==> config.mk <==
export PLATFORM = sky130hd
export DESIGN_NAME = pwt_timer
export DESIGN_NICKNAME = d
export VERILOG_FILES = /design/src/pwt_pkg.sv /design/src/pwt_timer.sv
export VERILOG_INCLUDE_DIRS = /design/src
export SDC_FILE = /design/constraint.sdc
export NUM_CORES = 1
export LEC_CHECK = 0
export BUFFER_PORTS_ARGS = -buffer_cell sky130_fd_sc_hd__buf_2
export CORE_UTILIZATION = 55
export CTS_CLUSTER_SIZE = 28
export DETAILED_ROUTE_END_ITERATION = 8
export GPL_ROUTABILITY_DRIVEN = 0
export PLACE_DENSITY = 0.75
export SETUP_SLACK_MARGIN = 0.4
export SYNTH_ARGS = -nofsm -noshare
export SYNTH_HDL_FRONTEND = slang
export SYNTH_SLANG_ARGS = --single-unit
==> constraint.sdc <==
create_clock -name clock_i -period 7.84 [get_ports clock_i]
set_clock_uncertainty 0.2 [all_clocks]
set_input_delay 1.568 -clock clock_i [delete_from_list [all_inputs] [get_ports clock_i]]
set_output_delay 1.568 -clock clock_i [all_outputs]
set_load 0.01 [all_outputs]
==> src/pwt_consts.svh <==
// Purpose: constants for the periodic wakeup timer
// Assumes: 20 MHz block clock, plain register port
// Notes:   offsets, field positions, reset values
`ifndef PWT_CONSTS_SVH
`define PWT_CONSTS_SVH

// ----------------------------------------
// register offsets
// ----------------------------------------
`define PWT_ADDR_CTRL     4'h0
`define PWT_ADDR_RATE     4'h1
`define PWT_ADDR_LIMIT    4'h2
`define PWT_ADDR_IRQ_STAT 4'h3
`define PWT_ADDR_IRQ_MASK 4'h4

// ----------------------------------------
// control/status bit positions
// ----------------------------------------
`define PWT_BIT_RUN       0
`define PWT_BIT_SRC       1
`define PWT_BIT_FLAG      2
`define PWT_BIT_ACK       3
`define PWT_BIT_IE        4
`define PWT_BIT_STOPRUN   5

// ----------------------------------------
// reset values
// ----------------------------------------
`define PWT_RST_CTRL      8'h00
`define PWT_RST_RATE      4'h0
`define PWT_RST_LIMIT     8'h00
`define PWT_RST_MASK      2'h0

// ----------------------------------------
// widths and counts
// ----------------------------------------
`define PWT_DIV_W         15
`define PWT_OSC_KHZ       32

`endif

==> src/pwt_pkg.sv <==
// Purpose: types for the periodic wakeup timer
// Assumes: nothing
// Notes:   constants live in pwt_consts.svh
package pwt_pkg;
	typedef logic [3:0] pwt_addr_t;
	typedef logic [7:0] pwt_data_t;
endpackage

==> src/pwt_timer.sv <==
// Purpose: periodic wakeup timer with prescaler, modulo compare and flag
// Assumes: source ticks are one-cycle enables synchronous to clock_i
// Notes:   registers reached over a plain strobe port, read data one cycle later
//
// Local design decisions: the plain strobed port and the placing of the registers.
`timescale 1ns/1ps
`include "pwt_consts.svh"

module pwt_timer
(
	input  wire logic             clock_i,
	input  wire logic             resetn_i,
	input  wire pwt_pkg::pwt_addr_t addr_i,
	input  wire pwt_pkg::pwt_data_t wdata_i,
	input  wire logic             wr_i,
	input  wire logic             rd_i,
	output logic [7:0]            rdata_o,
	input  wire logic             osc_tick_i,
	input  wire logic             fast_bus_clock_i,
	input  wire logic             stop_mode_i,
	input  wire logic             vector_fetch_i,
	output logic                  periodic_wakeup_unit_irq_o,
	output logic                  wakeup_req_o,
	output logic                  irq_o
);
	import pwt_pkg::*;

	// ----------------------------------------
	// register state
	// ----------------------------------------
	logic                 run_ff;
	logic                 src_ff;
	logic                 flag_ff;
	logic                 ie_ff;
	logic                 stoprun_ff;
	logic [3:0]           rate_ff;
	logic [7:0]           limit_ff;
	logic [7:0]           count_ff;
	logic [`PWT_DIV_W-1:0] div_ff;
	logic [1:0]           stat_ff;
	logic [1:0]           mask_ff;
	logic                 prev_fetch_ff;

	logic                 active;
	logic                 src_tick;
	logic                 counter_tick;
	logic                 match;
	logic                 wr_ctrl;
	logic                 ack;
	logic                 fetch_clr;
	logic [`PWT_DIV_W:0]  div_mask;

	assign wr_ctrl = wr_i && (addr_i == `PWT_ADDR_CTRL);
	assign ack     = wr_ctrl && wdata_i[`PWT_BIT_ACK];
	assign fetch_clr = vector_fetch_i && !prev_fetch_ff;

	// ----------------------------------------
	// run gating and tick selection
	// ----------------------------------------
	assign active   = run_ff && (!stop_mode_i || stoprun_ff);
	assign src_tick = src_ff ? fast_bus_clock_i : osc_tick_i;
	assign div_mask = (`PWT_DIV_W+1)'((17'h1 << rate_ff) - 17'h1);

	// divide by 2**rate: tick when low rate bits of divider are all ones
	assign counter_tick = active && src_tick &&
		((div_ff & div_mask[`PWT_DIV_W-1:0]) == div_mask[`PWT_DIV_W-1:0]);
	assign match = counter_tick && (count_ff == limit_ff);

	always_ff @(posedge clock_i or negedge resetn_i)
	begin
		if (!resetn_i)
			prev_fetch_ff <= 1'b0;
		else
			prev_fetch_ff <= vector_fetch_i;
	end

	// ----------------------------------------
	// control/status register
	// ----------------------------------------
	always_ff @(posedge clock_i or negedge resetn_i)
	begin
		if (!resetn_i)
		begin
			run_ff     <= 1'b0;
			src_ff     <= 1'b0;
			ie_ff      <= 1'b0;
			stoprun_ff <= 1'b0;
		end
		else if (wr_ctrl)
		begin
			run_ff     <= wdata_i[`PWT_BIT_RUN];
			ie_ff      <= wdata_i[`PWT_BIT_IE];
			stoprun_ff <= wdata_i[`PWT_BIT_STOPRUN];
			if (!run_ff)
				src_ff <= wdata_i[`PWT_BIT_SRC];
		end
	end

	// ----------------------------------------
	// rate and limit registers
	// ----------------------------------------
	always_ff @(posedge clock_i or negedge resetn_i)
	begin
		if (!resetn_i)
		begin
			rate_ff  <= `PWT_RST_RATE;
			limit_ff <= `PWT_RST_LIMIT;
		end
		else if (wr_i && !run_ff)
		begin
			if (addr_i == `PWT_ADDR_RATE)
				rate_ff <= wdata_i[3:0];
			if (addr_i == `PWT_ADDR_LIMIT)
				limit_ff <= wdata_i;
		end
	end

	// ----------------------------------------
	// prescaler and counter
	// ----------------------------------------
	always_ff @(posedge clock_i or negedge resetn_i)
	begin
		if (!resetn_i)
			div_ff <= '0;
		else if (!active)
			div_ff <= '0;
		else if (src_tick)
			div_ff <= div_ff + 1'b1;
	end

	always_ff @(posedge clock_i or negedge resetn_i)
	begin
		if (!resetn_i)
			count_ff <= 8'h00;
		else if (!active)
			count_ff <= 8'h00;
		else if (match)
			count_ff <= 8'h00;
		else if (counter_tick)
			count_ff <= count_ff + 8'h01;
	end

	// ----------------------------------------
	// period flag
	// ----------------------------------------
	always_ff @(posedge clock_i or negedge resetn_i)
	begin
		if (!resetn_i)
			flag_ff <= 1'b0;
		else if (match)
			flag_ff <= 1'b1;
		else if (ack || fetch_clr)
			flag_ff <= 1'b0;
	end

	// ----------------------------------------
	// interrupt request and wakeup outputs
	// ----------------------------------------
	always_ff @(posedge clock_i or negedge resetn_i)
	begin
		if (!resetn_i)
		begin
			periodic_wakeup_unit_irq_o <= 1'b0;
			wakeup_req_o               <= 1'b0;
		end
		else
		begin
			periodic_wakeup_unit_irq_o <= (flag_ff || match) && ie_ff &&
				!((ack || fetch_clr) && !match);
			// wakeup drops with the request when the flag is cleared
			wakeup_req_o <= stop_mode_i && stoprun_ff && run_ff && ie_ff &&
				(flag_ff || match) && !((ack || fetch_clr) && !match);
		end
	end

	// ----------------------------------------
	// sticky status: bit0 match, bit1 write refused
	// ----------------------------------------
	logic locked_wr;
	assign locked_wr = wr_i && run_ff && ((addr_i == `PWT_ADDR_RATE) ||
		(addr_i == `PWT_ADDR_LIMIT));

	always_ff @(posedge clock_i or negedge resetn_i)
	begin
		if (!resetn_i)
			stat_ff <= 2'h0;
		else
			stat_ff <= (stat_ff & ~((wr_i && addr_i == `PWT_ADDR_IRQ_STAT) ?
				wdata_i[1:0] : 2'h0)) | {locked_wr, match};
	end

	always_ff @(posedge clock_i or negedge resetn_i)
	begin
		if (!resetn_i)
			mask_ff <= `PWT_RST_MASK;
		else if (wr_i && addr_i == `PWT_ADDR_IRQ_MASK)
			mask_ff <= wdata_i[1:0];
	end

	always_ff @(posedge clock_i or negedge resetn_i)
	begin
		if (!resetn_i)
			irq_o <= 1'b0;
		else
			irq_o <= |(stat_ff & mask_ff);
	end

	// ----------------------------------------
	// read port
	// ----------------------------------------
	always_ff @(posedge clock_i or negedge resetn_i)
	begin
		if (!resetn_i)
			rdata_o <= 8'h00;
		else if (rd_i)
		begin
			unique case (addr_i)
				`PWT_ADDR_CTRL:
					rdata_o <= {2'h0, stoprun_ff, ie_ff, 1'b0, flag_ff,
						src_ff, run_ff};
				`PWT_ADDR_RATE:     rdata_o <= {4'h0, rate_ff};
				`PWT_ADDR_LIMIT:    rdata_o <= limit_ff;
				`PWT_ADDR_IRQ_STAT: rdata_o <= {6'h00, stat_ff};
				`PWT_ADDR_IRQ_MASK: rdata_o <= {6'h00, mask_ff};
				default:            rdata_o <= 8'h00;
			endcase
		end
		else
			rdata_o <= 8'h00;
	end
endmodule

# [Word level (Yosys, flattened, before mapping)]
# Cells that the tools add are included.
[word_totals] rom_bits=0 reg_bits=56 ram_bits=0 latchBits=0 wordCells=80 mem_count=0 output_inout_bits=11
[op_classes] bitwise_logic=6 muxes=11 shift=1 multipliers=0 n_addsub=3 order_cmp=0 reduce_logical=35 div=0 n_eq_ne=8
[op_table] op="8-bit case mux with 5 select lines" n=1
[op_table] op="8-bit 2-to-1 mux" n=4
[op_table] op="15-bit 2-to-1 mux" n=2
[op_table] op="1-bit logical AND" n=20
[op_table] op="15-bit by 1-bit adder with 15-bit output, second input constant" n=1
[op_table] op="15-bit AND" n=1
[op_table] op="15-bit equality test" n=1
[op_table] op="1-bit by 4-bit left shift with 15-bit output, first input constant" n=1
[op_table] op="15-bit by 1-bit subtractor with 15-bit output, second input constant" n=1
[op_table] op="8-bit by 1-bit adder with 8-bit output, second input constant" n=1
[op_table] op="4-bit by 2-bit equality test with 1-bit output, second input constant" n=2
[op_table] op="8-bit equality test" n=1
[op_table] op="2-bit AND reduction" n=3
[op_table] op="1-bit zero test" n=5
[op_table] op="2-bit AND" n=2
[op_table] op="4-bit by 1-bit equality test with 1-bit output, second input constant" n=1
[op_table] op="4-bit by 3-bit equality test with 1-bit output, second input constant" n=1
[op_table] op="4-bit zero test" n=1
[op_table] op="1-bit logical OR" n=4
[op_table] op="1-bit 2-to-1 mux" n=3
[op_table] op="3-bit by 1-bit inequality test with 1-bit output, second input constant" n=1
[op_table] op="2-bit 2-to-1 mux" n=1
[op_table] op="2-bit by 1-bit inequality test with 1-bit output, second input constant" n=1
[op_table] op="2-bit inverter" n=1
[op_table] op="other kinds (4)" n=4

# [Longest topological paths before layout]
# Gate-level depths: netlist of the first run.
[depth] word_depth=10 depth_mapped=12

# [Least setup slack after synthesis of the first run]
# No wires, ideal clock.
[synth_timing] path_kind="input port to flip-flop" from="input fast_bus_clock_i" to="register count_ff[2]" t_arrival_ps=2926 cell_stages=6 path_buffers=1 slack_ps=4590 setup_time_ps=124 path_cell_list="mux2i_1 > or4_4 > nor4b_4 > buf_6 > a31oi_1 > o21bai_1"
[synth_between] elab_chain_len=6
[synth_rtl] item="start, declared" line="pwt_timer.sv:19" rtl="input wire logic fast_bus_clock_i,"
[synth_rtl] item="1-bit 2-to-1 mux (*)" line="pwt_timer.sv:61" rtl="assign src_tick = src_ff ? fast_bus_clock_i : osc_tick_i;"
[synth_rtl] item="1-bit logical AND (*) (2 in series)" line="pwt_timer.sv:65" rtl="assign counter_tick = active && src_tick &&"
[synth_rtl] item="1-bit logical AND" line="pwt_timer.sv:67" rtl="assign match = counter_tick && (count_ff == limit_ff);"
[synth_rtl] item="8-bit 2-to-1 mux" line="pwt_timer.sv:137" rtl="else if (match)"
[synth_rtl] item="8-bit 2-to-1 mux" line="pwt_timer.sv:135" rtl="else if (!active)"
[synth_rtl] item="end signal, assigned" line="pwt_timer.sv:140" rtl="count_ff <= count_ff + 8'h01;"
[synth_rtl] item="end, declared" line="pwt_timer.sv:38" rtl="logic [7:0] count_ff;"
# Mark *: on every way between the ends. The rest lies on a longest branch, timed or not.
# A chain may end at the register's enable or synchronous reset.

# [Worst setup path after layout of the first run]
[layout_timing] from="input stop_mode_i" to="register count_ff[4]"
[layout_between] elab_chain_len=8
[layout_rtl] item="start, declared" line="pwt_timer.sv:20" rtl="input wire logic stop_mode_i,"
[layout_rtl] item="1-bit zero test (*)" line="pwt_timer.sv:60" rtl="assign active = run_ff && (!stop_mode_i || stoprun_ff);"
[layout_rtl] item="1-bit logical OR (*)" line="pwt_timer.sv:60"
[layout_rtl] item="1-bit logical AND (*)" line="pwt_timer.sv:60"
[layout_rtl] item="1-bit logical AND (2 in series)" line="pwt_timer.sv:65"
[layout_rtl] item="1-bit logical AND" line="pwt_timer.sv:67"
[layout_rtl] item="8-bit 2-to-1 mux" line="pwt_timer.sv:137"
[layout_rtl] item="8-bit 2-to-1 mux" line="pwt_timer.sv:135"
# Marked as above.

==> results of run 1 <==
-- area by class of cell --
class                           count  share of cell area
Clock inverter                      3            0.006341
Inverter                           13             0.01455
Sequential cell                    56              0.4178
Timing Repair Buffer               32             0.04924
Multi-Input combinational cell    227              0.4655
Tap cell                           70             0.02611
Clock buffer                        5             0.02051
-- power breakdown --
group	internal [mW]	leakage, nW	total, mW	switching (mW)
Clock	0.0636	0.0445	0.161	0.0975
Sequential	0.314	0.747	0.361	0.0468
Combinational	0.0762	0.736	0.159	0.0826
Total	0.454	1.53	0.680	0.227
-- sequential cells by signal, summed over array words and instances, names as in the netlist, 2 cells and up --
register	flops
count_ff	8
rdata_o	8
limit_ff	8
stat_ff	2
mask_ff	2
rate_ff	4
div_ff	15
-- logic make-up after synthesis --
kind of cell	count (synthesis)	share of synthesized area
mux	27	0.1033
compound gates	44	0.09036
flops	56	0.4538
buf+inv	27	0.04052
xor+xnor	23	0.06524
fa+ha+maj	3	0.01216
simple gates	130	0.2346
-- per-layer routing --
layer,track usage,routed length [µm],up-vias
met5,0,0,-
met4,0.1038,188,0
met3,0.05476,297,16
met2,0.3946,3157,67
met1,0.2847,2788,1162
li1,-,-,1154
-- cell usage after synthesis, types with 4 or more instances --
library cell	n
dfrtp_1	56
nor2_1	28
nand2_1	25
xor2_1	20
mux2_2	19
nand3_1	14
inv_1	12
nand4_1	10
a21oi_1	9
o21ai_0	9
nand2b_1	8
and3_1	6
buf_2	6
mux2i_1	6
a31oi_1	5
clkbuf_1	5
nor2b_1	5
nor4_1	5
nor3b_1	4
-- worst max path at each step --
stage	start	end	slack (ns)
floorplan	fast_bus_clock_i	count_ff[2]	4.59
global placement	stop_mode_i	count_ff[4]	3.91
detailed placement	stop_mode_i	count_ff[4]	3.87
CTS	stop_mode_i	count_ff[4]	4.20
global route	stop_mode_i	count_ff[4]	4.07
finish	stop_mode_i	count_ff[4]	4.20
-- per-stage QoR --
stage / std cells / power (mW) / setup slack, ns
global placement: 398 / 0.5195 / 3.913
floorplan: 310 / 0.4818 / 4.590
global route: 406 / 0.7197 / 4.071
finish: 406 / 0.6805 / 4.202
CTS: 406 / 0.6862 / 4.204
detailed placement: 398 / 0.5238 / 3.869
-- critical path, delay by kind of cell --
family	cells	cell delay, ns
compound gates	2	0.18
buf+inv	3	0.37
simple gates	3	1.51
==> impl_results.md, run 1 <==
- HP Start: mask_ff[0]
- Ratio of cells with drive above 1 in the final layout: 0.2173
- Initial antenna violation count: 0
- Worst reg2reg path startpoint: rate_ff[1]
- Dpl cell area: 3264 µm²
- Final Core Density: 0.6365
- Chip height: 76.93 µm
- Ranking of synthesized cells by area: dfrtp_1 (45%), mux2_2 (6.9%), xor2_1 (5.7%)
- Area Growth Syn to Fin: 8.631%
- PwrDens: 202.9 nW/µm²
- Synthesis-stage register bit count: 56
- DR DRC count: 0
- Hold depth: 1
- Critical path class: in2reg
- Post-DRT Antenna Nets: 0
- Finished Cell Area: 3354 µm²
- FF-to-FF setup slack: 4.42 ns
- Reg2reg path depth: 9
- Sequential area share after synthesis: 0.4538
- Worst EP required: 7.84 ns
- GRT Residual Overflow: 0
- Largest net degree at the start of global routing: 57
- Die Area: 5918 µm²
- Tcrit/Tclk final: 0.4641
- Total wire length: 6.432 mm
- Post-synth ARST share: 1.000
- Setup TNS: 0 ns
- Nets: 358
- Slew @ Worst Pin: 0.7015 ns
- Total global-route track usage: 0.2343
- Die Width: 76.93 µm
- Synth Instances: 310
- Worst setup EP type: flop
- Post-DP HPWL: 4.633 mm
- # rows: 26
- Setup crit start kind: input port
- Most common cell after layout, fill and taps aside: dfrtp_1
- Unrepaired setup endpoints after global routing: false
- Drt initial violations: 186
- Syn avg cell area: 9.961 µm²
- Net Count, Synth: 333
- CTS resizes: 0
- Run status: completed
- Mapped Area: 3088 µm²
- VDD IR max: 0.0001329 V
- Max_slew headroom: 0.5323
- Worst hold slack: 0.3421 ns
- Clk Tree Root Cell: clkbuf_8
- # fillers: 461
- Pins Over Slew Limit: 0
- Antenna cells: 0
- CP Data Arrival Time: 3.64 ns
- Hold crit path type: reg2reg
- Worst-path maximum fanout: 21
- Yosys cell types: 54
- Peak per-stage delay on the critical path: 0.66 ns
- Setup repair bufs after CTS: 0
- Post-synth EDFFs: 0
- Pre-Repair DR Iteration Count: 4
- Yosys top cell by area: dfrtp_1
- Starting Density: 0.5859
- Max_cap viols: 0
- Clk slew on worst S/H paths: 0.11 ns
- CTS max path bufs: 2
- Number of global-route vias before repair: 2340
- Multi-input gate area: 1562 µm²
- Synth top area share: 0.4538
- Dominant synthesized flop cell: dfrtp_1
- Core Area: 5270 µm²
- Num CTS Buffers: 5
- CTS tree: yes
- IO Pins: 31
- CTS Hold Bufs: 0
- Commonest cells after routing, fill and taps aside: dfrtp_1 (56), buf_2 (30), nor2_1 (28)
- Port Buffers: 30
- Minimum clock period: 3.638 ns
- Worst path cell trace: buf_2 -> inv_1 -> o21ai_1 -> buf_4 -> or4_4 -> nor4b_4 -> and2_1 -> o311ai_1
- Number of H-tree levels: 2
- CP max-delay cell: nor4b_4
- Clk Latency, worst-skew pair: 0.33 ns
- Endpoints failing setup: 0
- FF-to-FF End: count_ff[4]
- Avg WL per Cell: 15.84 µm
- Sequential cell area: 1401 µm²
- Final-report hold violation count: 0
- Yosys warnings: 0
- WHS Endpoint: irq_o
- First-pass GRT wire length: 10.84 mm
- Fmax: 0.2749 GHz
- Total clock sinks: 56
- DR vias: 2399
- Drt via density: 5.909
- Leak pwr: 1.528 nW
Power figures use the tool's default switching activity.
==> run 2, diff against run 1 <==
ABC_AREA = 1   (was not set)
CORE_UTILIZATION = 53   (was 55)
PLACE_DENSITY = 0.76   (was 0.75)
clock period = 3.3 ns   (was 7.84 ns; I/O delays follow)
==> impl_results.md, run 2 <==
- Run status: completed
- Chip height: 78.61 µm
- Total wire length: 7.055 mm
- VDD IR max: 0.0002806 V
- Starting Density: 0.5580
- Post-synth EDFFs: 0
- Final-report hold violation count: 0
- Max_slew headroom: 0.5991
- Synthesis-stage register bit count: 56
- GRT Residual Overflow: 0
- Die Width: 78.61 µm
- Most frequent cell after synthesis: nand2_1
- Worst reg2reg path startpoint: rate_ff[3]
- First-pass GRT wire length: 12.17 mm
- Syn avg cell area: 7.550 µm²
- Final Core Density: 0.6144
- DR DRC count: 0
- Leak pwr: 1.706 nW
- Fmax: 0.3981 GHz
- Largest net degree at the start of global routing: 32
- Hold crit path type: in2async
- Avg WL per Cell: 13.59 µm
- Endpoints failing setup: 0
- Worst setup EP type: flop
- Sequential area share after synthesis: 0.4505
- Net Count, Synth: 435
- Drt initial violations: 195
- Core Area: 5574 µm²
- Worst setup startpoint: rate_ff[3]
- Reg power frac: 0.468
- Gate power share: 0.315
- CTS Hold Bufs: 0
- Drt via density: 5.329
- Max reg flops: 15
- Slew @ Worst Pin: 0.6013 ns
- # rows: 27
- Clk slew on worst S/H paths: 0.11 ns
- CP Data Arrival Time: 2.52 ns
- Synth Instances: 412
- Clock power frac: 0.217
- Sum of buffers and inverters on the critical path: 2
- Unrepaired setup endpoints after global routing: false
- Max_cap viols: 0
- Die Area: 6180 µm²
- Switch Pwr: 717.0 µW
- Port Buffers: 30
- Nets: 469
- PwrDens: 534.0 nW/µm²
- Dominant synthesized flop cell: dfrtp_1
- Yosys cell types: 40
- Ratio of cells with drive above 1 in the final layout: 0.1521
- Synth top area share: 0.4505
- CP max-delay cell: dfrtp_1
- Setup crit start kind: flop
- Post-synth ARST share: 1.000
- Commonest cells after routing, fill and taps aside: nand2_1 (105), dfrtp_1 (56), inv_1 (54)
- Mapped Area: 3110 µm²
- Biggest register: div_ff
- Sw Ratio: 0.3921
- Ranking of synthesized cells by area: dfrtp_1 (45%), nand2_1 (13%), inv_1 (6.5%)
- CTS max path bufs: 2
- CTS tree: yes
- Worst path cell trace: nor2_2 -> nand2_1 -> ha_1 -> or2_2 -> nand2_1 -> nor2_1 -> nand2_1 -> inv_1 -> nand3_2 -> nor2_4 -> nand3_4 -> clkinv_2 -> nand3_1 -> o21ai_1
- Setup TNS: 0 ns
- Clk Tree Root Cell: clkbuf_8
- Antenna cells: 0
- Pre-Repair DR Iteration Count: 4
- CTS resizes: 0
- Total clock sinks: 56
- CP delay by family, top: simple AND/OR/NAND/NOR gates
- Number of H-tree levels: 2
- Setup repair bufs after CTS: 0
- Clk Latency, worst-skew pair: 0.32 ns
- Post-DP HPWL: 5.320 mm
- DR vias: 2766
- IO Pins: 31
- Peak per-stage delay on the critical path: 0.54 ns
- Minimum clock period: 2.512 ns
- Tcrit/Tclk final: 0.7612
- Yosys top cell by area: dfrtp_1
- Num CTS Buffers: 5
- Number of global-route vias before repair: 2707
- Yosys warnings: 0
- Initial antenna violation count: 0
- Worst EP required: 3.31 ns
- Critical path class: reg2reg
- Pins Over Slew Limit: 0
- Most frequent cells after synthesis: nand2_1 (105), dfrtp_1 (56), inv_1 (54)
- Area Growth Syn to Fin: 10.10%
- Most frequent CP cell: nand2_1
- Most common cell after layout, fill and taps aside: nand2_1
- Total global-route track usage: 0.2530
- Worst-path maximum fanout: 13
- Post-DRT Antenna Nets: 0
- Internal power: 1.112 mW
[run 2: changes by cell type after synthesis, sizes merged, moves of 8 or more]
| cell | delta |
|---|---|
| a21oi | +10 |
| inv | +45 |
| mux2 | -17 |
| nand2 | +82 |
| nand2b | -8 |
| nand3 | +13 |
| nor2 | +21 |
| nor3 | +14 |
| o21ai | +22 |
| xor2 | -13 |
[run 2: cell families after synthesis]
family / count (synthesis) / synth area share
mux: 2 / 0.007240
simple gates: 216 / 0.3170
fa+ha+maj: 3 / 0.01207
flops: 56 / 0.4505
compound gates: 61 / 0.1050
xor+xnor: 8 / 0.02253
buf+inv: 66 / 0.08567
[run 2: final timing paths]
path / to / slack (ns) / depth (start not counted)
min: irq_o / 0.13 / 1
min reg2reg: limit_ff[2] / 0.32 / 2
max: count_ff[6] / 0.79 / 14
min in group clock_i: prev_fetch_ff / 0.26 / 1
max in group asynchronous: count_ff[5] / 1.94 / 2
max reg2reg: count_ff[6] / 0.79 / 14
[run 2: layout make-up]
cell class                 instances  area (µm²)
clock inverter                     3       22.52
tap                               72       90.09
timing repair buffer              33       172.7
multi-input combinational        290        1443
fill                             531        2150
clock buffer                       5       68.82
inverter                          60       226.5
sequential                        56        1401
[run 2: per-stage QoR]
stage / cell area, µm² / cells / total power [mW] / hold WS, ns / worst slack, ns
6_report: 3425 / 519 / 1.829 / 0.1251 / 0.7880
3_3_place_gp: 3333 / 511 / 1.429 / 0.2910 / 0.8495
3_5_place_dp: 3333 / 511 / 1.438 / 0.2952 / 0.8063
2_1_floorplan: 3110 / 412 / 1.298 / 0.1644 / 1.172
4_1_cts: 3425 / 519 / 1.840 / 0.1426 / 0.7998
5_1_grt: 3425 / 519 / 1.953 / 0.1720 / 0.5495
[run 2: power groups by stage]
stage / Clock, mW / Sequential, mW / Combinational [mW]
floorplan: 0 / 0.828 / 0.470
global placement: 0 / 0.866 / 0.563
detailed placement: 0 / 0.867 / 0.571
CTS: 0.412 / 0.853 / 0.575
global route: 0.429 / 0.866 / 0.658
finish: 0.397 / 0.855 / 0.576
[run 2: per-layer routing]
metal  vias up  track usage  wire (µm)
li1       1385            -          -
met1      1307       0.3198       3183
met2        63       0.4357       3508
met3        11      0.03837        267
met4         0      0.09259         96
met5         -            0          0
